File: src/hdl/branch_exec_defines.vh
// Purpose: Constants for the branch and pointer increment execution block
// Assumes: 8-bit core, 16-bit program counter and data pointer
// Notes: Opcode values are local to this block
`ifndef BRANCH_EXEC_DEFINES_VH
`define BRANCH_EXEC_DEFINES_VH

// ----------------------------------------
// Operation codes
// ----------------------------------------
`define OP_NONE 4'h0
`define OP_PTR_INC 4'h1
`define OP_JMP_BIT_SET 4'h2
`define OP_JMP_CLR_BIT 4'h3
`define OP_JMP_CARRY 4'h4
`define OP_JMP_NO_CARRY 4'h5
`define OP_JMP_INDIRECT 4'h6
`define OP_JMP_BIT_CLR 4'h7
`define OP_JMP_ACC_NZ 4'h8
`define OP_JMP_ACC_Z 4'h9
`define OP_LONG_CALL 4'ha

// ----------------------------------------
// Instruction lengths and reset values
// ----------------------------------------
`define LEN_TWO 16'h0002
`define LEN_THREE 16'h0003
`define RST_PC 16'h0000
`define RST_PTR 16'h0000
`define RST_SP 8'h07

`endif

File: src/hdl/rel_target.v
// Purpose: Relative branch target from an advanced program counter
// Assumes: Displacement is 8-bit two's complement
// Notes: Sum wraps modulo 65536
`timescale 1ns/1ps
module rel_target (
    input wire [15:0] pc_in,
    input wire [15:0] len_in,
    input wire [7:0] disp_in,
    input wire take_in,
    output wire [15:0] next_pc_out
);
    wire [15:0] advanced;
    wire [15:0] disp_ext;
    wire [15:0] taken;
    assign advanced = pc_in + len_in;
    assign disp_ext = {{8{disp_in[7]}}, disp_in};
    assign taken = advanced + disp_ext;
    assign next_pc_out = take_in ? taken : advanced;
endmodule // rel_target

File: src/hdl/wide_inc.v
// Purpose: 16-bit add of an 8-bit unsigned value with carry into high byte
// Assumes: Operands unsigned
// Notes: Used for pointer increment and indirect jump
`timescale 1ns/1ps
module wide_inc (
    input wire [15:0] base_in,
    input wire [7:0] add_in,
    output wire [15:0] sum_out
);
    wire [8:0] low_sum;
    wire [7:0] high_sum;
    // Low byte carry ripples into the high byte
    assign low_sum = {1'b0, base_in[7:0]} + {1'b0, add_in};
    assign high_sum = base_in[15:8] + {7'h00, low_sum[8]};
    assign sum_out = {high_sum, low_sum[7:0]};
endmodule // wide_inc

File: src/hdl/branch_and_pointer_increment_exec.v
// Purpose: Executes pointer increment, relative jumps, indirect jump, call
// Assumes: Decoder presents one operation with its operand bytes per pulse
// Notes: Bit values are read by the caller; port bits for jump-and-clear come from the latch
`timescale 1ns/1ps
`include "branch_exec_defines.vh"

// What this block does
// - Pointer increment adds one to the 16-bit pointer, carrying, no flags.
// - The data pointer has its own 16-bit increment path; pc adds one through a separate adder.
// - Bit-set jump advances three, branches by third byte when bit is one.
// - Jump-and-clear branches and clears a set bit; zero bit is not written.
// - Jump-and-clear on a port bit tests the output latch, not the pin.
// - Carry jump advances two, branches by second byte when carry set.
// - No-carry jump branches only when carry is zero; carry never changes.
// - Indirect jump loads accumulator plus pointer, wrapping, nothing altered.
// - Bit-clear jump advances three, branches by third byte when bit zero.
// - Nonzero jump advances two, branches when any accumulator bit is one.
// - Zero jump advances two, branches when accumulator is all zero.
// - Long call pushes pc plus three low byte first, stack rising two.
// - Long call then loads pc high from byte two, low from byte three.
module branch_and_pointer_increment_exec (
    input wire clk_in,
    input wire nrst_in,
    input wire start_in,
    input wire [3:0] op_in,
    input wire [7:0] byte2_in,
    input wire [7:0] byte3_in,
    input wire bit_value_in,
    input wire bit_is_port_in,
    input wire port_latch_bit_in,
    input wire carry_in,
    input wire [7:0] acc_in,
    input wire ptr_load_in,
    input wire [15:0] ptr_load_value_in,
    input wire sp_load_in,
    input wire [7:0] sp_load_value_in,
    output wire busy_out,
    output reg done_out,
    output reg [15:0] pc_out,
    output wire [7:0] pointer_low_byte_out,
    output wire [7:0] pointer_high_byte_out,
    output reg [7:0] stack_pointer_out,
    output reg ram_we_out,
    output reg [7:0] ram_addr_out,
    output reg [7:0] ram_wdata_out,
    output reg bit_clear_out
);

    // ----------------------------------------
    // State
    // ----------------------------------------
    localparam ST_IDLE = 2'd0;
    localparam ST_PUSH_LO = 2'd1;
    localparam ST_PUSH_HI = 2'd2;

    reg [1:0] state_q;
    reg [1:0] state_d;
    reg [15:0] data_pointer_q;
    reg [15:0] data_pointer_d;
    reg [15:0] pc_d;
    reg [7:0] sp_d;
    reg [15:0] ret_q;
    reg [15:0] ret_d;
    reg [15:0] call_dest_q;
    reg [15:0] call_dest_d;
    reg done_d;
    reg we_d;
    reg [7:0] waddr_d;
    reg [7:0] wdata_d;
    reg clr_d;

    // ----------------------------------------
    // Condition and length selection
    // ----------------------------------------
    reg take;
    reg [15:0] len;
    reg tested_bit;
    wire [15:0] rel_next;
    wire [15:0] ptr_plus_one;
    wire [15:0] indirect_dest;
    wire [15:0] ret_addr;

    function is_three_byte;
        input [3:0] op;
        begin
            is_three_byte = (op == `OP_JMP_BIT_SET) ||
                (op == `OP_JMP_CLR_BIT) || (op == `OP_JMP_BIT_CLR);
        end
    endfunction

    // Stack pre-increment wraps within the 8-bit internal space
    function [7:0] stack_next;
        input [7:0] sp;
        begin
            stack_next = sp + 8'h01;
        end
    endfunction

    // Jump-and-clear port bits test the latch: the pin may be held low from outside
    always @* begin
        tested_bit = bit_value_in;
        if (op_in == `OP_JMP_CLR_BIT && bit_is_port_in) begin
            tested_bit = port_latch_bit_in;
        end
        len = is_three_byte(op_in) ? `LEN_THREE : `LEN_TWO;
        case (op_in)
            `OP_JMP_BIT_SET: take = tested_bit;
            `OP_JMP_CLR_BIT: take = tested_bit;
            `OP_JMP_BIT_CLR: take = ~tested_bit;
            `OP_JMP_CARRY: take = carry_in;
            `OP_JMP_NO_CARRY: take = ~carry_in;
            `OP_JMP_ACC_NZ: take = |acc_in;
            `OP_JMP_ACC_Z: take = ~(|acc_in);
            default: take = 1'b0;
        endcase
    end

    rel_target u_rel (
        .pc_in(pc_out),
        .len_in(len),
        .disp_in(is_three_byte(op_in) ? byte3_in : byte2_in),
        .take_in(take),
        .next_pc_out(rel_next)
    );

    // 16-bit increment path owned by the pointer; pc increments through its own adder
    wide_inc u_ptr_inc (
        .base_in(data_pointer_q),
        .add_in(8'h01),
        .sum_out(ptr_plus_one)
    );

    wide_inc u_indirect (
        .base_in(data_pointer_q),
        .add_in(acc_in),
        .sum_out(indirect_dest)
    );

    assign ret_addr = pc_out + `LEN_THREE;

    // ----------------------------------------
    // Data pointer
    // ----------------------------------------
    // Increment beats a same-cycle external load
    always @* begin
        data_pointer_d = data_pointer_q;
        if (ptr_load_in) begin
            data_pointer_d = ptr_load_value_in;
        end
        if (start_in && state_q == ST_IDLE && op_in == `OP_PTR_INC) begin
            data_pointer_d = ptr_plus_one;
        end
    end

    // ----------------------------------------
    // Stack pointer
    // ----------------------------------------
    // A load during a push would tear the frame, so the push wins
    always @* begin
        sp_d = stack_pointer_out;
        if (sp_load_in) begin
            sp_d = sp_load_value_in;
        end
        if (state_q == ST_PUSH_LO || state_q == ST_PUSH_HI) begin
            sp_d = stack_next(stack_pointer_out);
        end
    end

    // ----------------------------------------
    // Next state
    // ----------------------------------------
    always @* begin
        state_d = state_q;
        pc_d = pc_out;
        ret_d = ret_q;
        call_dest_d = call_dest_q;
        done_d = 1'b0;
        we_d = 1'b0;
        waddr_d = ram_addr_out;
        wdata_d = ram_wdata_out;
        clr_d = 1'b0;
        case (state_q)
            ST_IDLE: begin
                if (start_in) begin
                    case (op_in)
                        `OP_PTR_INC: begin
                            pc_d = pc_out + 16'h0001;
                            done_d = 1'b1;
                        end
                        `OP_JMP_INDIRECT: begin
                            pc_d = indirect_dest;
                            done_d = 1'b1;
                        end
                        `OP_JMP_BIT_SET, `OP_JMP_BIT_CLR, `OP_JMP_CARRY,
                        `OP_JMP_NO_CARRY, `OP_JMP_ACC_NZ,
                        `OP_JMP_ACC_Z: begin
                            pc_d = rel_next;
                            done_d = 1'b1;
                        end
                        `OP_JMP_CLR_BIT: begin
                            pc_d = rel_next;
                            clr_d = take;
                            done_d = 1'b1;
                        end
                        `OP_LONG_CALL: begin
                            ret_d = ret_addr;
                            call_dest_d = {byte2_in, byte3_in};
                            state_d = ST_PUSH_LO;
                        end
                        default: begin
                            done_d = 1'b1;
                        end
                    endcase
                end
            end
            ST_PUSH_LO: begin
                // Pre-increment, then store low byte
                we_d = 1'b1;
                waddr_d = stack_next(stack_pointer_out);
                wdata_d = ret_q[7:0];
                state_d = ST_PUSH_HI;
            end
            ST_PUSH_HI: begin
                we_d = 1'b1;
                waddr_d = stack_next(stack_pointer_out);
                wdata_d = ret_q[15:8];
                pc_d = call_dest_q;
                done_d = 1'b1;
                state_d = ST_IDLE;
            end
            default: begin
                state_d = ST_IDLE;
            end
        endcase
    end

    // ----------------------------------------
    // Registers
    // ----------------------------------------
    // Pointer and stack stay live in every state
    always @(posedge clk_in or negedge nrst_in) begin
        if (!nrst_in) begin
            data_pointer_q <= `RST_PTR;
            pc_out <= `RST_PC;
            stack_pointer_out <= `RST_SP;
        end else begin
            data_pointer_q <= data_pointer_d;
            pc_out <= pc_d;
            stack_pointer_out <= sp_d;
        end
    end

    // ----------------------------------------
    // Call sequencer
    // ----------------------------------------
    // Return address and target frozen so operand bytes may move on
    always @(posedge clk_in or negedge nrst_in) begin
        if (!nrst_in) begin
            state_q <= ST_IDLE;
            ret_q <= 16'h0000;
            call_dest_q <= 16'h0000;
        end else begin
            state_q <= state_d;
            ret_q <= ret_d;
            call_dest_q <= call_dest_d;
        end
    end

    // ----------------------------------------
    // Stack write port
    // ----------------------------------------
    // Address and data hold between pushes for a slow RAM
    always @(posedge clk_in or negedge nrst_in) begin
        if (!nrst_in) begin
            ram_we_out <= 1'b0;
            ram_addr_out <= 8'h00;
            ram_wdata_out <= 8'h00;
        end else begin
            ram_we_out <= we_d;
            ram_addr_out <= waddr_d;
            ram_wdata_out <= wdata_d;
        end
    end

    // ----------------------------------------
    // Completion pulses
    // ----------------------------------------
    // Bit write-back is left to the owner of the bit
    always @(posedge clk_in or negedge nrst_in) begin
        if (!nrst_in) begin
            done_out <= 1'b0;
            bit_clear_out <= 1'b0;
        end else begin
            done_out <= done_d;
            bit_clear_out <= clr_d;
        end
    end

    // Decoded from state, so a start is refused from the taking edge on
    assign busy_out = (state_q != ST_IDLE);
    assign pointer_low_byte_out = data_pointer_q[7:0];
    assign pointer_high_byte_out = data_pointer_q[15:8];

endmodule // branch_and_pointer_increment_exec

File: config.mk
export PLATFORM = sky130hd
export DESIGN_NAME = branch_and_pointer_increment_exec
export DESIGN_NICKNAME = d
export VERILOG_FILES = /design/src/hdl/rel_target.v /design/src/hdl/wide_inc.v /design/src/hdl/branch_and_pointer_increment_exec.v
export VERILOG_INCLUDE_DIRS = /design/src /design/src/hdl
export SDC_FILE = /design/constraint.sdc
export NUM_CORES = 1
export LEC_CHECK = 0
export ABC_AREA = 1
export ABC_CLOCK_PERIOD_IN_PS = 8050
export BUFFER_PORTS_ARGS = -buffer_cell sky130_fd_sc_hd__buf_4
export CAP_MARGIN = 20
export CORE_MARGIN = 4
export CORE_UTILIZATION = 55
export DETAILED_ROUTE_END_ITERATION = 10
export HOLD_SLACK_MARGIN = 0.1
export PLACE_DENSITY_LB_ADDON = 0.15
export SLEW_MARGIN = 25
export SYNTH_ARGS = -nofsm -noshare
export SYNTH_HDL_FRONTEND = slang
export SYNTH_SLANG_ARGS = --single-unit
File: constraint.sdc
create_clock -name clk_in -period 8.05 [get_ports clk_in]
set_input_delay 0.805 -clock clk_in [delete_from_list [all_inputs] [get_ports clk_in]]
set_output_delay 0.805 -clock clk_in [all_outputs]
set_load 0.01 [all_outputs]
==> flow_summary.toml <==
[sta]
tightest_slew_ns = 0.842
final_hold_viol_count = 0
maxSlewHeadroom_pct = 43.9
setup-violations-final = 0
timing.fmax_ghz = 0.264
tns_ns = 0
skew_ns = 0.0138
finalMaxSlewViolations = 0
rsz0062_at_grt = "no"
period_share_pct = 47.0
min_period_ns = 3.78

[clock_tree]
cts.clk_slew.worst_paths_ns = 0.07
numCtsBuffers = 9
clk_latency_ns = 0.36
postCtsSetupBuffers = 0
holdBufCountCts = 0
cts.sinks = 93
htreeDepth = 3
clockBufferDepth = 2
cts_resized = 0
root_buffer = "clkbuf_16"
cts_tree = "yes"

[critical_path]
r2r_setup_slack_ns = 4.74
worstReg2RegEnd = "pc_out[13]$_DFFE_PN0P_"
worst-path-max-fanout = 18
crit_path_end_kind = "register"
ff2ff_path_depth = 21
cp.arrival_ns = 4.02
crit-reg2reg-launch = "pc_out[0]$_DFFE_PN0P_"
worstSetupPathType = "input pin to register"
critPathLaunchType = "input pin"
crit_path_start = "op_in[3]"
critPathRequiredTime_ns = 8.29

[yosys]
yosys.area_share.xor_xnor_pct = 4.53
synth_top_cell_area_share_pct = 31.5
synth-main-ff-cell = "dfrtp_1"
muxShareOfSynthArea_pct = 0
yosys.area_share.simple_pct = 33.5
ys_top_cells_by_area = "dfrtp_1, nand2_1, inv_1, nand3_1, ha_1"
synth_fa_ha_area_share_pct = 6.86
synth-edff-count = 0
synth_top_cell_by_area = "dfrtp_1"
synth_cells = 1062
syn_area_um2 = 7150
yosysWarnings = 0
synth.most_common_cell = "nand2_1"
synth.ff_latch_count = 93
ys_top_cells_by_count = "nand2_1, inv_1, nand3_1"
syn_area_per_cell_um2 = 6.73
ys_seq_area_share_pct = 32.6
synth_top_family_by_area = "simple AND/OR/NAND/NOR gates"
synthesis.nets = 1161
ys_async_sr_fraction_pct = 100
yosysUniqueCellTypes = 44
synth_compound_area_share_pct = 13.3

[finish]
final_area_um2 = 8450
drive_gt1_share_pct = 14.8
nFillCells = 1187
area_growth_pct = 18.2
regArea_um2 = 2330
n_antenna_cell = 0
multi_input_area_um2 = 4160
final_nets = 1266

[run]
drv_cap = 0

[power_and_ir_drop]
peakVddDrop_v = 0.000164
swShare_pct = 47.3
p_int_uw = 1520
pwr-share-clk_pct = 15.9
power.density_nw_per_um2 = 341
pwr-share-comb_pct = 54.5
p_leak_uw = 0.00449
power.switching_uw = 1360
seqPwrFrac_pct = 29.6

[detailed_routing]
drtIter0Drc = 722
drt-total-wl_um = 21200
vias = 7339
wl_per_cell_um = 15.8
drc = 0
ant_nets = 0
drtPass1Iterations = 6
vias_per_cell = 5.46

[global_routing]
grt_pass1_vias = 6816
overflow = 0
antenna_found_initial = 0
grt_pass1_wl_um = 34500
grt_max_degree = 66
track_usage_pct = 29.3

[floorplan]
floorplan.initialDensity_pct = 56.4
die_w_um = 122
num_io_pins = 121
die-area_um2 = 14900
die_y_um = 122
core_um2 = 12700
core.rowCount = 41

[placed_design]
placed_area_um2 = 8140
hpwl_um = 16400
gp_congestion = 0.998
port_buffers = 120

[outcome]
outcome = "complete, no violations"

[worst_hold_path]
worstHoldPathType = "input pin to asynchronous set/reset pin"
-- critical path, stage by stage --
cell and delay [ns]:
buf_4 0.12, nor2_1 0.18, nand2_2 0.12, nand2_4 0.20
ha_1 0.24, inv_1 0.06, ha_1 0.23, nor2_4 0.18
nand2_1 0.11, nor2_1 0.17, inv_1 0.08, o21ai_1 0.18
inv_1 0.06, ha_1 0.33, nand2_1 0.10, inv_1 0.06
a21oi_1 0.25, o21a_1 0.17, nand2_1 0.05, nand2_1 0.05
nand3_1 0.06, nand2_1 0.07, nand2_1 0.05, nand2_1 0.05
nand2_1 0.04
-- power groups by stage --
| stage | logic [uW] | clock network [uW] | registers, uW |
|---|---|---|---|
| finish | 1570 | 458 | 853 |
| detailed placement | 1550 | 0 | 852 |
| global route | 1780 | 477 | 876 |
| CTS | 1560 | 458 | 847 |
| global placement | 1540 | 0 | 849 |
| floorplan | 1030 | 0 | 839 |
-- metrics by stage --
step	hold slack (ns)	setup slack [ns]	cells	power (uW)	util, %
6_report	0.381	4.27	1344	2880	66.7
5_1_grt	0.401	3.84	1344	3130	66.7
4_1_cts	0.388	4.30	1344	2870	66.7
3_5_place_dp	0.465	3.94	1328	2410	64.2
3_3_place_gp	0.460	4.04	1328	2380	64.2
2_1_floorplan	0.444	4.28	1062	1870	-
-- metal layers --
| metal | global-route usage (%) | share of wire (%) |
|---|---|---|
| met4 | 9.73 | 2.8 |
| met5 | 0 | 0 |
| met3 | 5.57 | 7.9 |
| met1 | 42.1 | 45 |
| met2 | 44.6 | 44 |
-- state kept, by name, summed over array words and instances, names as in the netlist --
signal             cells
data_pointer_q        16
ret_q                 16
done_out               1
ram_addr_out           8
bit_clear_out          1
state_q                2
pc_out                16
ram_we_out             1
stack_pointer_out      8
call_dest_q           16
ram_wdata_out          8
-- how the worst max path moves through the flow --
stage / slack [ns] / end
detailed placement: 3.94 / pc_out[13]$_DFFE_PN0P_
CTS: 4.30 / pc_out[13]$_DFFE_PN0P_
global route: 3.84 / pc_out[13]$_DFFE_PN0P_
global placement: 4.04 / pc_out[13]$_DFFE_PN0P_
finish: 4.27 / pc_out[13]$_DFFE_PN0P_
floorplan: 4.28 / pc_out[13]$_DFFE_PN0P_
-- area by class of cell --
cell class | instances | share of cell area [%]
clock buffer | 12 | 3.04
sequential | 93 | 27.6
tap | 172 | 2.55
multi-input combinational | 805 | 49.3
clock inverter | 4 | 0.652
timing repair buffer | 123 | 10.9
inverter | 135 | 6.00
-- cells by family after synthesis --
| group | count (synthesis) |
|---|---|
| buf+inv | 164 |
| fa+ha+maj | 38 |
| flops | 93 |
| compound gates | 176 |
| simple gates | 554 |
| xor+xnor | 37 |
-- placed cells by master, fill, tap and decap left out, drive strengths merged, types with 2 or more instances in the layout --
master and count:
a21oi 51, a22oi 4, a31oi 3, and3 2, buf 123, clkbuf 12, dfrtp 90, dfstp 3
fa 2, ha 36, inv 136, nand2 336, nand3 96, nand3b 2, nand4 7, nor2 95
nor3 10, o211ai 7, o21a 3, o21ai 99, o221ai 3, o311ai 2, or2 5, xnor2 11
xor2 26
Note: power is estimated with default switching activity, not from simulation.
